`src/fer_pkg.sv`:
```
// Package with codes, positions and reset values for the fieldbus error responder
package fer_pkg;

  // General error codes of an explicit response
  localparam logic [7:0] GEN_SUCCESS        = 8'h00;
  localparam logic [7:0] GEN_CONN_FAILURE   = 8'h01;
  localparam logic [7:0] GEN_RESOURCE       = 8'h02;
  localparam logic [7:0] GEN_BAD_PARAM_OLD  = 8'h03;
  localparam logic [7:0] GEN_PATH_SEGMENT   = 8'h04;
  localparam logic [7:0] GEN_PATH_UNKNOWN   = 8'h05;
  localparam logic [7:0] GEN_PARTIAL        = 8'h06;
  localparam logic [7:0] GEN_CONN_LOST      = 8'h07;
  localparam logic [7:0] GEN_NO_SERVICE     = 8'h08;
  localparam logic [7:0] GEN_BAD_ATTR_VALUE = 8'h09;
  localparam logic [7:0] GEN_ATTR_LIST      = 8'h0A;
  localparam logic [7:0] GEN_ALREADY_STATE  = 8'h0B;
  localparam logic [7:0] GEN_OBJ_STATE      = 8'h0C;
  localparam logic [7:0] GEN_OBJ_EXISTS     = 8'h0D;
  localparam logic [7:0] GEN_NOT_SETTABLE   = 8'h0E;
  localparam logic [7:0] GEN_PRIVILEGE      = 8'h0F;
  localparam logic [7:0] GEN_DEV_STATE      = 8'h10;
  localparam logic [7:0] GEN_REPLY_LARGE    = 8'h11;
  localparam logic [7:0] GEN_VENDOR         = 8'h1F;
  localparam logic [7:0] GEN_BAD_PARAM      = 8'h20;

  // Additional code handling of vendor errors
  localparam logic [7:0]  ADD_NONE          = 8'h00;
  localparam logic [7:0]  ADD_SEE_OBJECT    = 8'hFE;
  localparam logic [7:0]  VENDOR_PREFIX     = 8'hA3;

  // Last error object address, class.instance.attribute
  localparam logic [15:0] ERR_OBJ_CLASS     = 16'h0064;
  localparam logic [7:0]  ERR_OBJ_INST      = 8'h01;
  localparam logic [7:0]  ERR_OBJ_ATTR      = 8'h01;

  // Mode status byte layout and reset values
  localparam int unsigned MODE_ERR_BIT      = 6;
  localparam logic [7:0]  MODE_STAT_RST     = 8'h00;
  localparam logic [15:0] ERR_NUM_RST       = 16'h0000;

  // Fault causes reported by the request decoder
  typedef enum logic [4:0] {
    FER_OK, FER_CONN_FAIL, FER_NO_RESOURCE, FER_BAD_PARAM, FER_PATH_SEGMENT,
    FER_PATH_UNKNOWN, FER_PARTIAL, FER_CONN_LOST, FER_NO_SERVICE,
    FER_BAD_ATTR, FER_ATTR_LIST, FER_ALREADY_STATE, FER_OBJ_STATE,
    FER_OBJ_EXISTS, FER_NOT_SETTABLE, FER_PRIVILEGE, FER_DEV_STATE,
    FER_REPLY_LARGE, FER_VENDOR
  } fer_cause_e;

endpackage : fer_pkg

```
`src/fer_code_if.sv`:
```
// Interface carrying a cause and its two-byte explicit status
`timescale 1ns/10ps
interface fer_code_if;
  import fer_pkg::*;
  fer_cause_e  cause;
  logic [15:0] vendor_num;
  logic [7:0]  general;
  logic [7:0]  additional;
  modport top (output cause, output vendor_num, input general, input additional);
  modport enc (input cause, input vendor_num, output general, output additional);
endinterface : fer_code_if

```
`src/fer_code_enc.sv`:
```
// Encoder from a fault cause to the general and additional error code bytes
`timescale 1ns/10ps
module fer_code_enc
  import fer_pkg::*;
(
  fer_code_if.enc cif
);
  import fer_pkg::*;

  // Vendor numbers inside the prefix page travel directly, except A3FE; others point to the object
  function automatic logic [7:0] vendor_add(input logic [15:0] num);
    if (num[15:8] == VENDOR_PREFIX && num[7:0] != ADD_SEE_OBJECT)
      vendor_add = num[7:0];
    else
      vendor_add = ADD_SEE_OBJECT;
  endfunction : vendor_add

  // Cause to general code table
  always_comb
  begin
    cif.additional = ADD_NONE;
    case (cif.cause)
      FER_OK:            cif.general = GEN_SUCCESS;        // see (RL7)
      FER_CONN_FAIL:     cif.general = GEN_CONN_FAILURE;   // see (RL8)
      FER_NO_RESOURCE:   cif.general = GEN_RESOURCE;       // see (RL9)
      FER_BAD_PARAM:     cif.general = GEN_BAD_PARAM;      // see (RL10)
      FER_PATH_SEGMENT:  cif.general = GEN_PATH_SEGMENT;   // see (RL11)
      FER_PATH_UNKNOWN:  cif.general = GEN_PATH_UNKNOWN;   // see (RL12)
      FER_PARTIAL:       cif.general = GEN_PARTIAL;        // see (RL13)
      FER_CONN_LOST:     cif.general = GEN_CONN_LOST;      // see (RL14)
      FER_NO_SERVICE:    cif.general = GEN_NO_SERVICE;     // see (RL15)
      FER_BAD_ATTR:      cif.general = GEN_BAD_ATTR_VALUE; // see (RL16)
      FER_ATTR_LIST:     cif.general = GEN_ATTR_LIST;      // see (RL17)
      FER_ALREADY_STATE: cif.general = GEN_ALREADY_STATE;  // see (RL18)
      FER_OBJ_STATE:     cif.general = GEN_OBJ_STATE;      // see (RL18)
      FER_DEV_STATE:     cif.general = GEN_DEV_STATE;      // see (RL18)
      FER_OBJ_EXISTS:    cif.general = GEN_OBJ_EXISTS;     // see (RL19)
      FER_NOT_SETTABLE:  cif.general = GEN_NOT_SETTABLE;   // see (RL20)
      FER_PRIVILEGE:     cif.general = GEN_PRIVILEGE;      // see (RL21)
      FER_REPLY_LARGE:   cif.general = GEN_REPLY_LARGE;    // see (RL22)
      FER_VENDOR:
      begin
        cif.general    = GEN_VENDOR;                       // see (RL2)
        cif.additional = vendor_add(cif.vendor_num);       // see (RL2)
      end
      default:           cif.general = GEN_DEV_STATE;
    endcase
  end

endmodule : fer_code_enc

```
`src/fer_responder.sv`:
```
// Top of the fieldbus error responder: explicit status and cyclic mode error flag
// Function
// (RL1) A failed explicit request answers with general code then additional code.
// (RL2) General code 1F carries a coded vendor error number in the additional byte.
// (RL3) Latest error number is readable through explicit access to object 100.1.1.
// (RL4) Invalid cyclic command sets bit 6 of mode status in next response.
// (RL5) Raising the mode error flag never stops the running operation.
// (RL6) Mode error flag clears after the next valid cyclic data transfer.
// (RL7) Successful service returns general code 00.
// (RL8) Connection service failure along the path returns code 01.
// (RL9) Unavailable resources return general code 02.
// (RL10) Invalid parameter value is reported with preferred code 20, not 03.
// (RL11) Uninterpretable path segment aborts path processing and returns 04.
// (RL12) Unknown class, instance or element stops path processing, returns 05.
// (RL13) Partial data transfer returns general code 06.
// (RL14) Interrupted messaging connection returns general code 07.
// (RL15) Unsupported or undefined service returns general code 08.
// (RL16) Invalid attribute data returns general code 09.
// (RL17) Nonzero status inside attribute list operation returns code 0A.
// (RL18) State conflicts: 0B already in state, 0C object, 10 device.
// (RL19) Creating an existing instance returns general code 0D.
// (RL20) Writing a non-settable attribute returns general code 0E.
// (RL21) Failed privilege check returns general code 0F.
// (RL22) Reply exceeding response buffer returns general code 11.
// (RL23) Master reads object 100.1.1 when the additional code is FE.
// (RL24) Master prefixes A3 to any other additional code for the number.
`timescale 1ns/10ps
module fer_responder
  import fer_pkg::*;
(
  input  wire logic        REF_CLK,
  input  wire logic        RESETN,
  // Explicit request, already parsed by the message layer
  input  wire logic        EXP_REQ_VALID,
  input  wire logic        EXP_PATH_SEG_BAD,
  input  wire logic        EXP_PATH_UNKNOWN,
  input  wire logic        EXP_CONN_FAIL,
  input  wire logic        EXP_CONN_LOST,
  input  wire logic        EXP_NO_SERVICE,
  input  wire logic        EXP_PRIVILEGE_FAIL,
  input  wire logic        EXP_NO_RESOURCE,
  input  wire logic        EXP_DEV_STATE_BAD,
  input  wire logic        EXP_OBJ_STATE_BAD,
  input  wire logic        EXP_ALREADY_STATE,
  input  wire logic        EXP_OBJ_EXISTS,
  input  wire logic        EXP_NOT_SETTABLE,
  input  wire logic        EXP_BAD_PARAM,
  input  wire logic        EXP_BAD_ATTR,
  input  wire logic        EXP_ATTR_LIST_BAD,
  input  wire logic        EXP_PARTIAL,
  input  wire logic        EXP_REPLY_LARGE,
  input  wire logic        EXP_READ_ERR_OBJ,
  input  wire logic [15:0] EXP_CLASS,
  input  wire logic [7:0]  EXP_INSTANCE,
  input  wire logic [7:0]  EXP_ATTRIBUTE,
  // Vendor fault raised by the drive application
  input  wire logic        VENDOR_ERR_VALID,
  input  wire logic [15:0] VENDOR_ERR_NUM,
  // Explicit response
  output logic             EXP_RSP_VALID,
  output logic [7:0]       EXP_RSP_GENERAL,
  output logic [7:0]       EXP_RSP_ADDITIONAL,
  output logic             EXP_RSP_DATA_VALID,
  output logic [15:0]      EXP_RSP_ERR_NUM,
  // Cyclic I/O
  input  wire logic        IO_CMD_VALID,
  input  wire logic        IO_CMD_BAD,
  input  wire logic        IO_RSP_SEND,
  input  wire logic [7:0]  IO_STATUS_IN,
  output logic [7:0]       IO_MODE_STATUS,
  output logic             IO_CMD_ACCEPT,
  output logic [15:0]      LAST_ERR_NUM
);
  import fer_pkg::*;

  fer_code_if  cif ();
  fer_cause_e  cause;
  logic        vendor_pending;
  logic [15:0] vendor_num;
  logic        mode_error_flag;
  logic        err_obj_hit;
  logic [15:0] last_err;

  // Object 100.1.1 address match
  assign err_obj_hit = EXP_READ_ERR_OBJ && EXP_CLASS == ERR_OBJ_CLASS &&
                       EXP_INSTANCE == ERR_OBJ_INST && EXP_ATTRIBUTE == ERR_OBJ_ATTR;

  // Priority follows processing order: path first, since path errors abort decoding
  always_comb
  begin
    if (EXP_PATH_SEG_BAD)
      cause = FER_PATH_SEGMENT;                         // see (RL11)
    else if (EXP_PATH_UNKNOWN)
      cause = FER_PATH_UNKNOWN;                         // see (RL12)
    else if (EXP_CONN_FAIL)
      cause = FER_CONN_FAIL;                            // see (RL8)
    else if (EXP_CONN_LOST)
      cause = FER_CONN_LOST;                            // see (RL14)
    else if (EXP_NO_SERVICE)
      cause = FER_NO_SERVICE;                           // see (RL15)
    else if (EXP_PRIVILEGE_FAIL)
      cause = FER_PRIVILEGE;                            // see (RL21)
    else if (EXP_NO_RESOURCE)
      cause = FER_NO_RESOURCE;                          // see (RL9)
    else if (EXP_DEV_STATE_BAD)
      cause = FER_DEV_STATE;                            // see (RL18)
    else if (EXP_OBJ_STATE_BAD)
      cause = FER_OBJ_STATE;                            // see (RL18)
    else if (EXP_ALREADY_STATE)
      cause = FER_ALREADY_STATE;                        // see (RL18)
    else if (EXP_OBJ_EXISTS)
      cause = FER_OBJ_EXISTS;                           // see (RL19)
    else if (EXP_NOT_SETTABLE)
      cause = FER_NOT_SETTABLE;                         // see (RL20)
    else if (EXP_BAD_PARAM)
      cause = FER_BAD_PARAM;                            // see (RL10)
    else if (EXP_BAD_ATTR)
      cause = FER_BAD_ATTR;                             // see (RL16)
    else if (EXP_ATTR_LIST_BAD)
      cause = FER_ATTR_LIST;                            // see (RL17)
    else if (EXP_PARTIAL)
      cause = FER_PARTIAL;                              // see (RL13)
    else if (EXP_REPLY_LARGE)
      cause = FER_REPLY_LARGE;                          // see (RL22)
    else if (vendor_pending)
      cause = FER_VENDOR;                               // see (RL2)
    else
      cause = FER_OK;                                   // see (RL7)
  end

  assign cif.cause      = cause;
  assign cif.vendor_num = vendor_num;

  fer_code_enc u_enc (
    .cif (cif)
  );

  // Vendor fault waits for the next explicit request with no other fault; a new fault wins over consumption
  always_ff @(posedge REF_CLK)
  begin
    if (!RESETN)
    begin
      vendor_pending <= 1'b0;
      vendor_num     <= ERR_NUM_RST;
    end
    else if (VENDOR_ERR_VALID)
    begin
      vendor_pending <= 1'b1;
      vendor_num     <= VENDOR_ERR_NUM;
    end
    else if (EXP_REQ_VALID && cause == FER_VENDOR)
      vendor_pending <= 1'b0;
  end

  // Most recent error number, kept for explicit reads of the error object
  always_ff @(posedge REF_CLK)
  begin
    if (!RESETN)
      last_err <= ERR_NUM_RST;
    else if (VENDOR_ERR_VALID)
      last_err <= VENDOR_ERR_NUM;                       // see (RL3)
    else if (EXP_REQ_VALID && cause != FER_OK && cause != FER_VENDOR)
      last_err <= {8'h00, cif.general};                 // see (RL3)
  end

  // Explicit response registers: one-cycle answer a clock after the request
  always_ff @(posedge REF_CLK)
  begin
    if (!RESETN)
    begin
      EXP_RSP_VALID      <= 1'b0;
      EXP_RSP_GENERAL    <= GEN_SUCCESS;
      EXP_RSP_ADDITIONAL <= ADD_NONE;
      EXP_RSP_DATA_VALID <= 1'b0;
      EXP_RSP_ERR_NUM    <= ERR_NUM_RST;
    end
    else
    begin
      EXP_RSP_VALID      <= EXP_REQ_VALID;
      EXP_RSP_GENERAL    <= cif.general;                // see (RL1)
      EXP_RSP_ADDITIONAL <= cif.additional;             // see (RL1)
      // Error object read is served only when the request itself has no fault
      EXP_RSP_DATA_VALID <= EXP_REQ_VALID && err_obj_hit && cause == FER_OK;  // see (RL3)
      EXP_RSP_ERR_NUM    <= last_err;                   // see (RL3)
    end
  end

  // Mode error flag: set by a bad cyclic command, cleared by the next valid one
  always_ff @(posedge REF_CLK)
  begin
    if (!RESETN)
      mode_error_flag <= 1'b0;
    else if (IO_CMD_VALID && IO_CMD_BAD)
      mode_error_flag <= 1'b1;                          // see (RL4)
    else if (IO_CMD_VALID)
      mode_error_flag <= 1'b0;                          // see (RL6)
  end

  // Valid commands pass on; a bad one is dropped but nothing running is halted
  always_ff @(posedge REF_CLK)
  begin
    if (!RESETN)
      IO_CMD_ACCEPT <= 1'b0;
    else
      IO_CMD_ACCEPT <= IO_CMD_VALID && !IO_CMD_BAD;     // see (RL5)
  end

  // Mode status byte latched when the response goes out
  always_ff @(posedge REF_CLK)
  begin
    if (!RESETN)
      IO_MODE_STATUS <= MODE_STAT_RST;
    else if (IO_RSP_SEND)
    begin
      IO_MODE_STATUS               <= IO_STATUS_IN;
      IO_MODE_STATUS[MODE_ERR_BIT] <= mode_error_flag;  // see (RL4)
    end
  end

  // Last error number mirrored out one cycle late, so the pin comes straight from a flop
  always_ff @(posedge REF_CLK)
  begin
    if (!RESETN)
      LAST_ERR_NUM <= ERR_NUM_RST;
    else
      LAST_ERR_NUM <= last_err;                         // see (RL3)
  end

endmodule : fer_responder

```
`config.mk`:
```
export PLATFORM = sky130hd
export DESIGN_NAME = fer_responder
export DESIGN_NICKNAME = d
export VERILOG_FILES = /design/src/fer_pkg.sv /design/src/fer_code_if.sv /design/src/fer_code_enc.sv /design/src/fer_responder.sv
export SDC_FILE = /design/constraint.sdc
export NUM_CORES = 1
export LEC_CHECK = 0
export ABC_AREA = 1
export BUFFER_PORTS_ARGS = -buffer_cell sky130_fd_sc_hd__buf_2
export CORE_MARGIN = 2
export CORE_UTILIZATION = 48
export CTS_CLUSTER_SIZE = 14
export DETAILED_ROUTE_END_ITERATION = 6
export HOLD_SLACK_MARGIN = 0.05
export PLACE_DENSITY_LB_ADDON = 0.12
export SYNTH_ARGS = -nofsm -noshare
export SYNTH_HDL_FRONTEND = slang
export SYNTH_HIERARCHICAL = 1
export SYNTH_SLANG_ARGS = --single-unit
```
`constraint.sdc`:
```
create_clock -name REF_CLK -period 2.39 [get_ports REF_CLK]
set_input_delay 0.478 -clock REF_CLK [delete_from_list [all_inputs] [get_ports REF_CLK]]
set_output_delay 0.478 -clock REF_CLK [all_outputs]
set_load 0.05 [all_outputs]
```
==> out/metrics.yaml, run 1 <==
yosys:
  yosys.area.top_type: "dfxtp_1"
  syn_area_sq_um: 3470
  synth-xor-area-share: 0
  synthAdderAreaFrac: 0
  ys_types: 36
  synthMuxAreaShare: 0
  synth_area_leaders: "dfxtp_1 (44%), nand2_1 (14%), inv_1 (9.4%), nor2_1 (4.9%), nand3_1 (4.6%)"
  yosys_warnings: 6
  synth_top_family_by_area: "simple AND/OR/NAND/NOR gates"
  synth-seq-area-share: 0.444
  yosys.area_share.simple: 0.312
  synth.top_cell.area_share: 0.444
  synth_compound_gate_area_share: 0.0833
  ys_ff_latch: 77
  netlist_instances: 484
  synth_area_per_cell_sq_um: 7.17
place:
  gp_congestion: 0.888
  hpwl_mm: 5.39
  place_ws_ns: 0.188
  port_buffers: 138
power:
  p_leak_nw: 2.49
  seq_power_share: 0.484
  combPwrFrac: 0.162
  powerDensity_nw_per_um2: 657
  pwr-share-clk: 0.354
  ir_drop_mv: 0.391
  p_sw_mw: 0.827
  sw_frac_of_total: 0.292
  power.total_mw: 2.83
  p_int_mw: 2.01
hold_path:
  whs_endpoint: "IO_CMD_ACCEPT"
  min_path_type: "input port to flop"
  min_path_cells: 2
  hp-start: "IO_CMD_BAD"
critical_path:
  reg2reg_from: "vendor_pending"
  cp_max_fo: 8
  crit_type: "flop to flop"
  end_kind: "flop"
  cp.required_ns: 2.68
  r2r_cells: 20
  worstPathArrival_ns: 2.20
  rr_endpoint: "last_err[0]"
  r2r_setup_slack_ns: 0.48
  setup.worst_path.start_class: "flop"
clocking:
  cts_buffers: 9
  cts.repair_timing.setup_buffer_count: 0
  clock_sinks: 77
  clockBufferDepth: 2
  cts.clk_slew.worst_paths_ns: 0.08
  h-tree-depth: 3
  worstSkewPairLatency_ns: 0.34
  cts_tree: "built"
  holdBufCountCts: 0
  cts_resized: 0
  cts-root-buf: "clkbuf_8"
routing:
  drt_first_pass_iters: 4
  drcViolationCount: 0
  via_per_inst: 4.48
  routed_wl_mm: 7.24
  wl_per_cell_um: 10.3
  ant_nets: 0
  vias: 3159
  drt_iter0_markers: 126
sta:
  post-route-period-util: 0.801
  fin_ws_ns: 0.475
  hold_viol_final: 0
  skew_ns: 0.00866
  rsz0062_at_grt: "no"
  setup_viol: 0
  drv_slew: 0
  post-route-min-period_ns: 1.91
  setup_tns_ns: 0
  maxSlewHeadroom: 0.661
  tightest_slew_ns: 0.507
  hold_ws_ns: 0.310
  fmaxAchievable_ghz: 0.522
floorplan:
  row_count: 30
  die_y_um: 89.0
  start_util: 0.502
  die_width_um: 89.0
  design.core.area_sq_um: 6910
  io_pins: 140
  dieArea_sq_um: 7920
run_status:
  status: "finished, final reports clean"
cells_and_area:
  final_nets: 685
  area_growth_pct: 24.3
  diodes: 0
  drive_above_1_share: 0.309
global_routing:
  grtUsageTotal: 0.197
  antenna_found_initial: 0
  grt_pass1_vias: 2900
  gr-total-overflow: 0
  grt_pass1_wl_mm: 12.3
  grt_max_degree: 33
run:
  max_cap_viol_count: 0
-- sequential cells by signal, indices dropped and copies added (netlist names) --
name                cells
EXP_RSP_ADDITIONAL      8
EXP_RSP_VALID           1
IO_CMD_ACCEPT           1
EXP_RSP_GENERAL         8
IO_MODE_STATUS          8
vendor_pending          1
last_err               16
mode_error_flag         1
EXP_RSP_DATA_VALID      1
LAST_ERR_NUM           16
cif.vendor_num         16
-- power by group through the flow --
stage / combinational (mW) / clock, mW / sequential, mW
floorplan: 0.241 / 0 / 1.49
global placement: 0.454 / 0 / 1.40
detailed placement: 0.460 / 0 / 1.40
CTS: 0.462 / 1.04 / 1.37
global route: 0.508 / 1.09 / 1.38
finish: 0.459 / 1.00 / 1.37
-- area by class of cell --
type | count | area (sq um)
sequential | 77 | 1540
inverter | 90 | 340
clock buffer | 10 | 138
clock inverter | 6 | 68.8
multi-input combinational | 285 | 1380
timing repair buffer | 141 | 726
tap | 96 | 120
fill | 702 | 2590
-- synthesized netlist by cell type (all sizes together) --
cell type and instances:
a21oi 17, a31oi 1, buf 22, clkbuf 11
clkinv 1, conb 1, dfxtp 77, inv 89
nand2 131, nand3 35, nand3b 1, nand4 2
nor2 53, nor3 5, nor4 6, nor4b 2
o211ai 1, o21ai 19, o21bai 1, o22ai 8
or2 1
-- metrics by stage --
| step | util | area [sq um] | instances |
|---|---|---|---|
| finish | 0.624 | 4310 | 705 |
| global route | 0.624 | 4310 | 705 |
| CTS | 0.624 | 4310 | 705 |
| detailed placement | 0.594 | 4110 | 689 |
| global placement | 0.594 | 4110 | 689 |
| floorplan | - | 3470 | 485 |
-- logic make-up (layout without fill, tap and decap cells) --
| kind of cell | count (synthesis) | count (layout) |
|---|---|---|
| and+or+nand+nor | 236 | 236 |
| buffers and inverters | 123 | 247 |
| DFF | 77 | 77 |
| AOI/OAI and AO/OA | 47 | 47 |
| other | 1 | 2 |
-- metal layers --
layer,vias up,global-route usage,part of all wire,routed length [um]
li1,1703,-,-,-
met1,1367,0.236,0.45,3270
met2,82,0.341,0.47,3410
met3,7,0.0462,0.062,450
met4,0,0.0787,0.014,102
met5,-,0,0,0
-- worst max-delay path, cell delays in order, from the launching register on --
cell and delay, ns:
dfxtp_1 0.35, nand2_1 0.07, nand2_1 0.05, nand2_1 0.04
nand2_1 0.05, nand2_1 0.05, nand2_1 0.06, nand2_1 0.05
nand2_1 0.06, nand2_1 0.05, nand2_1 0.10, nand2_1 0.06
inv_1 0.16, nand3_4 0.12, nor2_8 0.16, inv_4 0.06
nand3_1 0.10, nand2_1 0.06, nand2_1 0.07, a21oi_2 0.03
nor2_1 0.10
-- how the worst max path moves through the flow --
stage | from | endpoint | slack [ns] | cells after the start
2_1_floorplan | EXP_REPLY_LARGE | last_err[3] | 0.56 | 21
3_3_place_gp | EXP_PATH_SEG_BAD | last_err[15] | 0.23 | 9
3_5_place_dp | EXP_BAD_PARAM | last_err[0] | 0.19 | 14
4_1_cts | vendor_pending | last_err[0] | 0.47 | 20
5_1_grt | vendor_pending | last_err[5] | 0.23 | 18
6_report | vendor_pending | last_err[0] | 0.48 | 20
-- layout by cell type, fill, tap and decap left out, drive strengths merged, types with 6 or more instances in the layout --
cell type and instances:
buf 141, clkbuf 10, inv 91, a21oi 17, nand2 131, o21ai 19
nor4 6, nand3 35, o22ai 8, nor2 53, dfxtp 77
(Power assumes the default switching activity.)
==> run 2, diff against run 1 <==
- clock period: 2.39 -> 1.9 ns (I/O delays scaled with it)
==> run 2 against run 1 <==
  * Global-route usage increased by 0.25 points
  * Core utilization increased by 1.6 points
  * Highest routed layer unchanged
  * Worst hold slack got worse by 0.099 ns
  * Critical endpoint is now last_err[2]
  * Sequential power grew 26%
  * Total power rose by 22%
  * Sequential share of layout area fell by 0.87 points
  * Non-clock buffer count rose by 15
  * Via count increased by 5.3%
  * Clock skew up 0.0056 ns
  * Critical path depth unchanged
  * Maximum frequency rose by 9.0%
  * Critical path type unchanged
  * Largest power group unchanged
==> out/metrics.yaml, run 2 (same netlist as run 1, synthesis figures left out) <==
critical_path:
  setup.worst_path.start_class: "flop"
  crit_start: "vendor_pending"
  endpoint: "last_err[2]"
  worstPathArrival_ns: 2.05
  reg2reg_from: "vendor_pending"
  crit_type: "flop to flop"
  rr_endpoint: "last_err[2]"
  end_kind: "flop"
  r2r_cells: 20
  cp_max_fo: 5
  cp.required_ns: 2.19
  r2r_setup_slack_ns: 0.14
place:
  gp_congestion: 0.872
  port_buffers: 138
  place_ws_ns: -0.167
  dpl_cell_area_sq_um: 4200
  hpwl_mm: 5.69
sta:
  rsz0062_at_grt: "yes"
  skew_ns: 0.0143
  fmaxAchievable_ghz: 0.569
  drv_slew: 0
  maxSlewHeadroom: 0.659
  post-route-min-period_ns: 1.76
  hold_viol_final: 0
  setup_viol: 0
  tightest_slew_ns: 0.510
  post-route-period-util: 0.924
  fin_ws_ns: 0.144
routing:
  drt_first_pass_iters: 7
  via_per_inst: 4.62
  wl_met1_mm: 3.22
  vias: 3327
  drcViolationCount: 0
  drt_iter0_markers: 160
  dr.max_layer_used: "met4"
  met3_length_um: 547
  wl_per_cell_um: 10.5
  routed_wl_mm: 7.58
  ant_nets: 0
  wl_met2_mm: 3.66
run:
  max_cap_viol_count: 0
global_routing:
  grtUsageTotal: 0.199
  grt_pass1_wl_mm: 12.5
  grt_pass1_vias: 2990
  grt_max_degree: 43
  antenna_found_initial: 0
  gr-total-overflow: 0
floorplan:
  dieArea_sq_um: 7920
  design.core.area_sq_um: 6910
  row_count: 30
  die_width_um: 89.0
  die_y_um: 89.0
  io_pins: 140
  start_util: 0.502
cells_and_area:
  final_cell_mix: "buf_2 (138), nand2_1 (122), inv_1 (86)"
  final_util: 0.640
  final_nets: 700
  diodes: 0
  reg_top3: "LAST_ERR_NUM (16), cif.vendor_num (16), last_err (16)"
  post-route-cell-area_sq_um: 4420
  area_growth_pct: 27.5
  final_common_cell: "buf_2"
  num-fill-cells: 678
  drive_above_1_share: 0.337
clocking:
  holdBufCountCts: 0
  cts.clk_slew.worst_paths_ns: 0.08
  cts_buffers: 9
  clockBufferDepth: 2
  clock_sinks: 77
  cts-root-buf: "clkbuf_8"
  h-tree-depth: 3
  worstSkewPairLatency_ns: 0.36
  cts_tree: "built"
power:
  power.total_mw: 3.47
  ir_drop_mv: 0.528
  p_leak_nw: 2.55
  powerDensity_nw_per_um2: 784
hold_path:
  min_path_type: "input port to flop"
run_status:
  status: "finished, final reports clean"
-- run 2: worst min-delay path by stage --
stage	startpoint	endpoint	slack, ns	cells past startpoint
after floorplan	last_err[10]	LAST_ERR_NUM[10]	0.41	2
after global placement	last_err[6]	LAST_ERR_NUM[6]	0.41	2
after CTS	IO_CMD_BAD	IO_CMD_ACCEPT	0.20	2
after global routing	IO_CMD_BAD	IO_CMD_ACCEPT	0.21	2
final	IO_CMD_BAD	IO_CMD_ACCEPT	0.21	2
after detailed placement	last_err[7]	LAST_ERR_NUM[7]	0.42	2
-- run 2: power by group --
group / internal (mW) / total [mW] / switching [mW]
sequential: 1.69 / 1.73 / 0.0341
clock: 0.494 / 1.14 / 0.649
combinational: 0.195 / 0.600 / 0.405
total: 2.38 / 3.47 / 1.09
-- run 2: through the flow --
step	instances	hold slack (ns)	setup TNS, ns
final	720	0.211	0
after global routing	720	0.211	-0.189
after CTS	719	0.197	0
after detailed placement	703	0.416	-2.63
after global placement	703	0.413	-1.61
after floorplan	485	0.406	0
-- run 2: critical path, stage by stage (launching register included) --
cell,delay [ns]
dfxtp_2,0.34
nand2_1,0.06
nand2_1,0.05
nand2_1,0.05
nand2_1,0.05
nand2_1,0.04
nand2_1,0.06
nand2_1,0.05
nand2_1,0.05
nand2_1,0.06
nand2_2,0.09
nand2_2,0.07
inv_4,0.08
nand3_4,0.10
nor2_8,0.13
inv_4,0.05
nand2_1,0.07
nand2_1,0.05
nand2_1,0.08
a21oi_2,0.03
nor2_1,0.10
-- run 2: cell type report --
| cell class | instances | area (sq um) | area share |
|---|---|---|---|
| clock buffer | 9 | 124 | 0.0280 |
| clock inverter | 7 | 58.8 | 0.0133 |
| inverter | 90 | 343 | 0.0775 |
| multi-input combinational | 285 | 1410 | 0.319 |
| timing repair buffer | 156 | 826 | 0.187 |
| tap | 96 | 120 | 0.0272 |
| sequential | 77 | 1540 | 0.349 |
-- run 2: routing by layer --
layer,track usage,up-vias
met4,0.0909,0
met1,0.232,1474
met3,0.0480,17
met5,0,-
met2,0.347,105
li1,-,1731
-- run 2: repair_timing --
action	in CTS	in global routing
pin swaps	0	4
endpoints found under the setup margin	1	27
buffers inserted	0	1
gates resized for setup	1	10
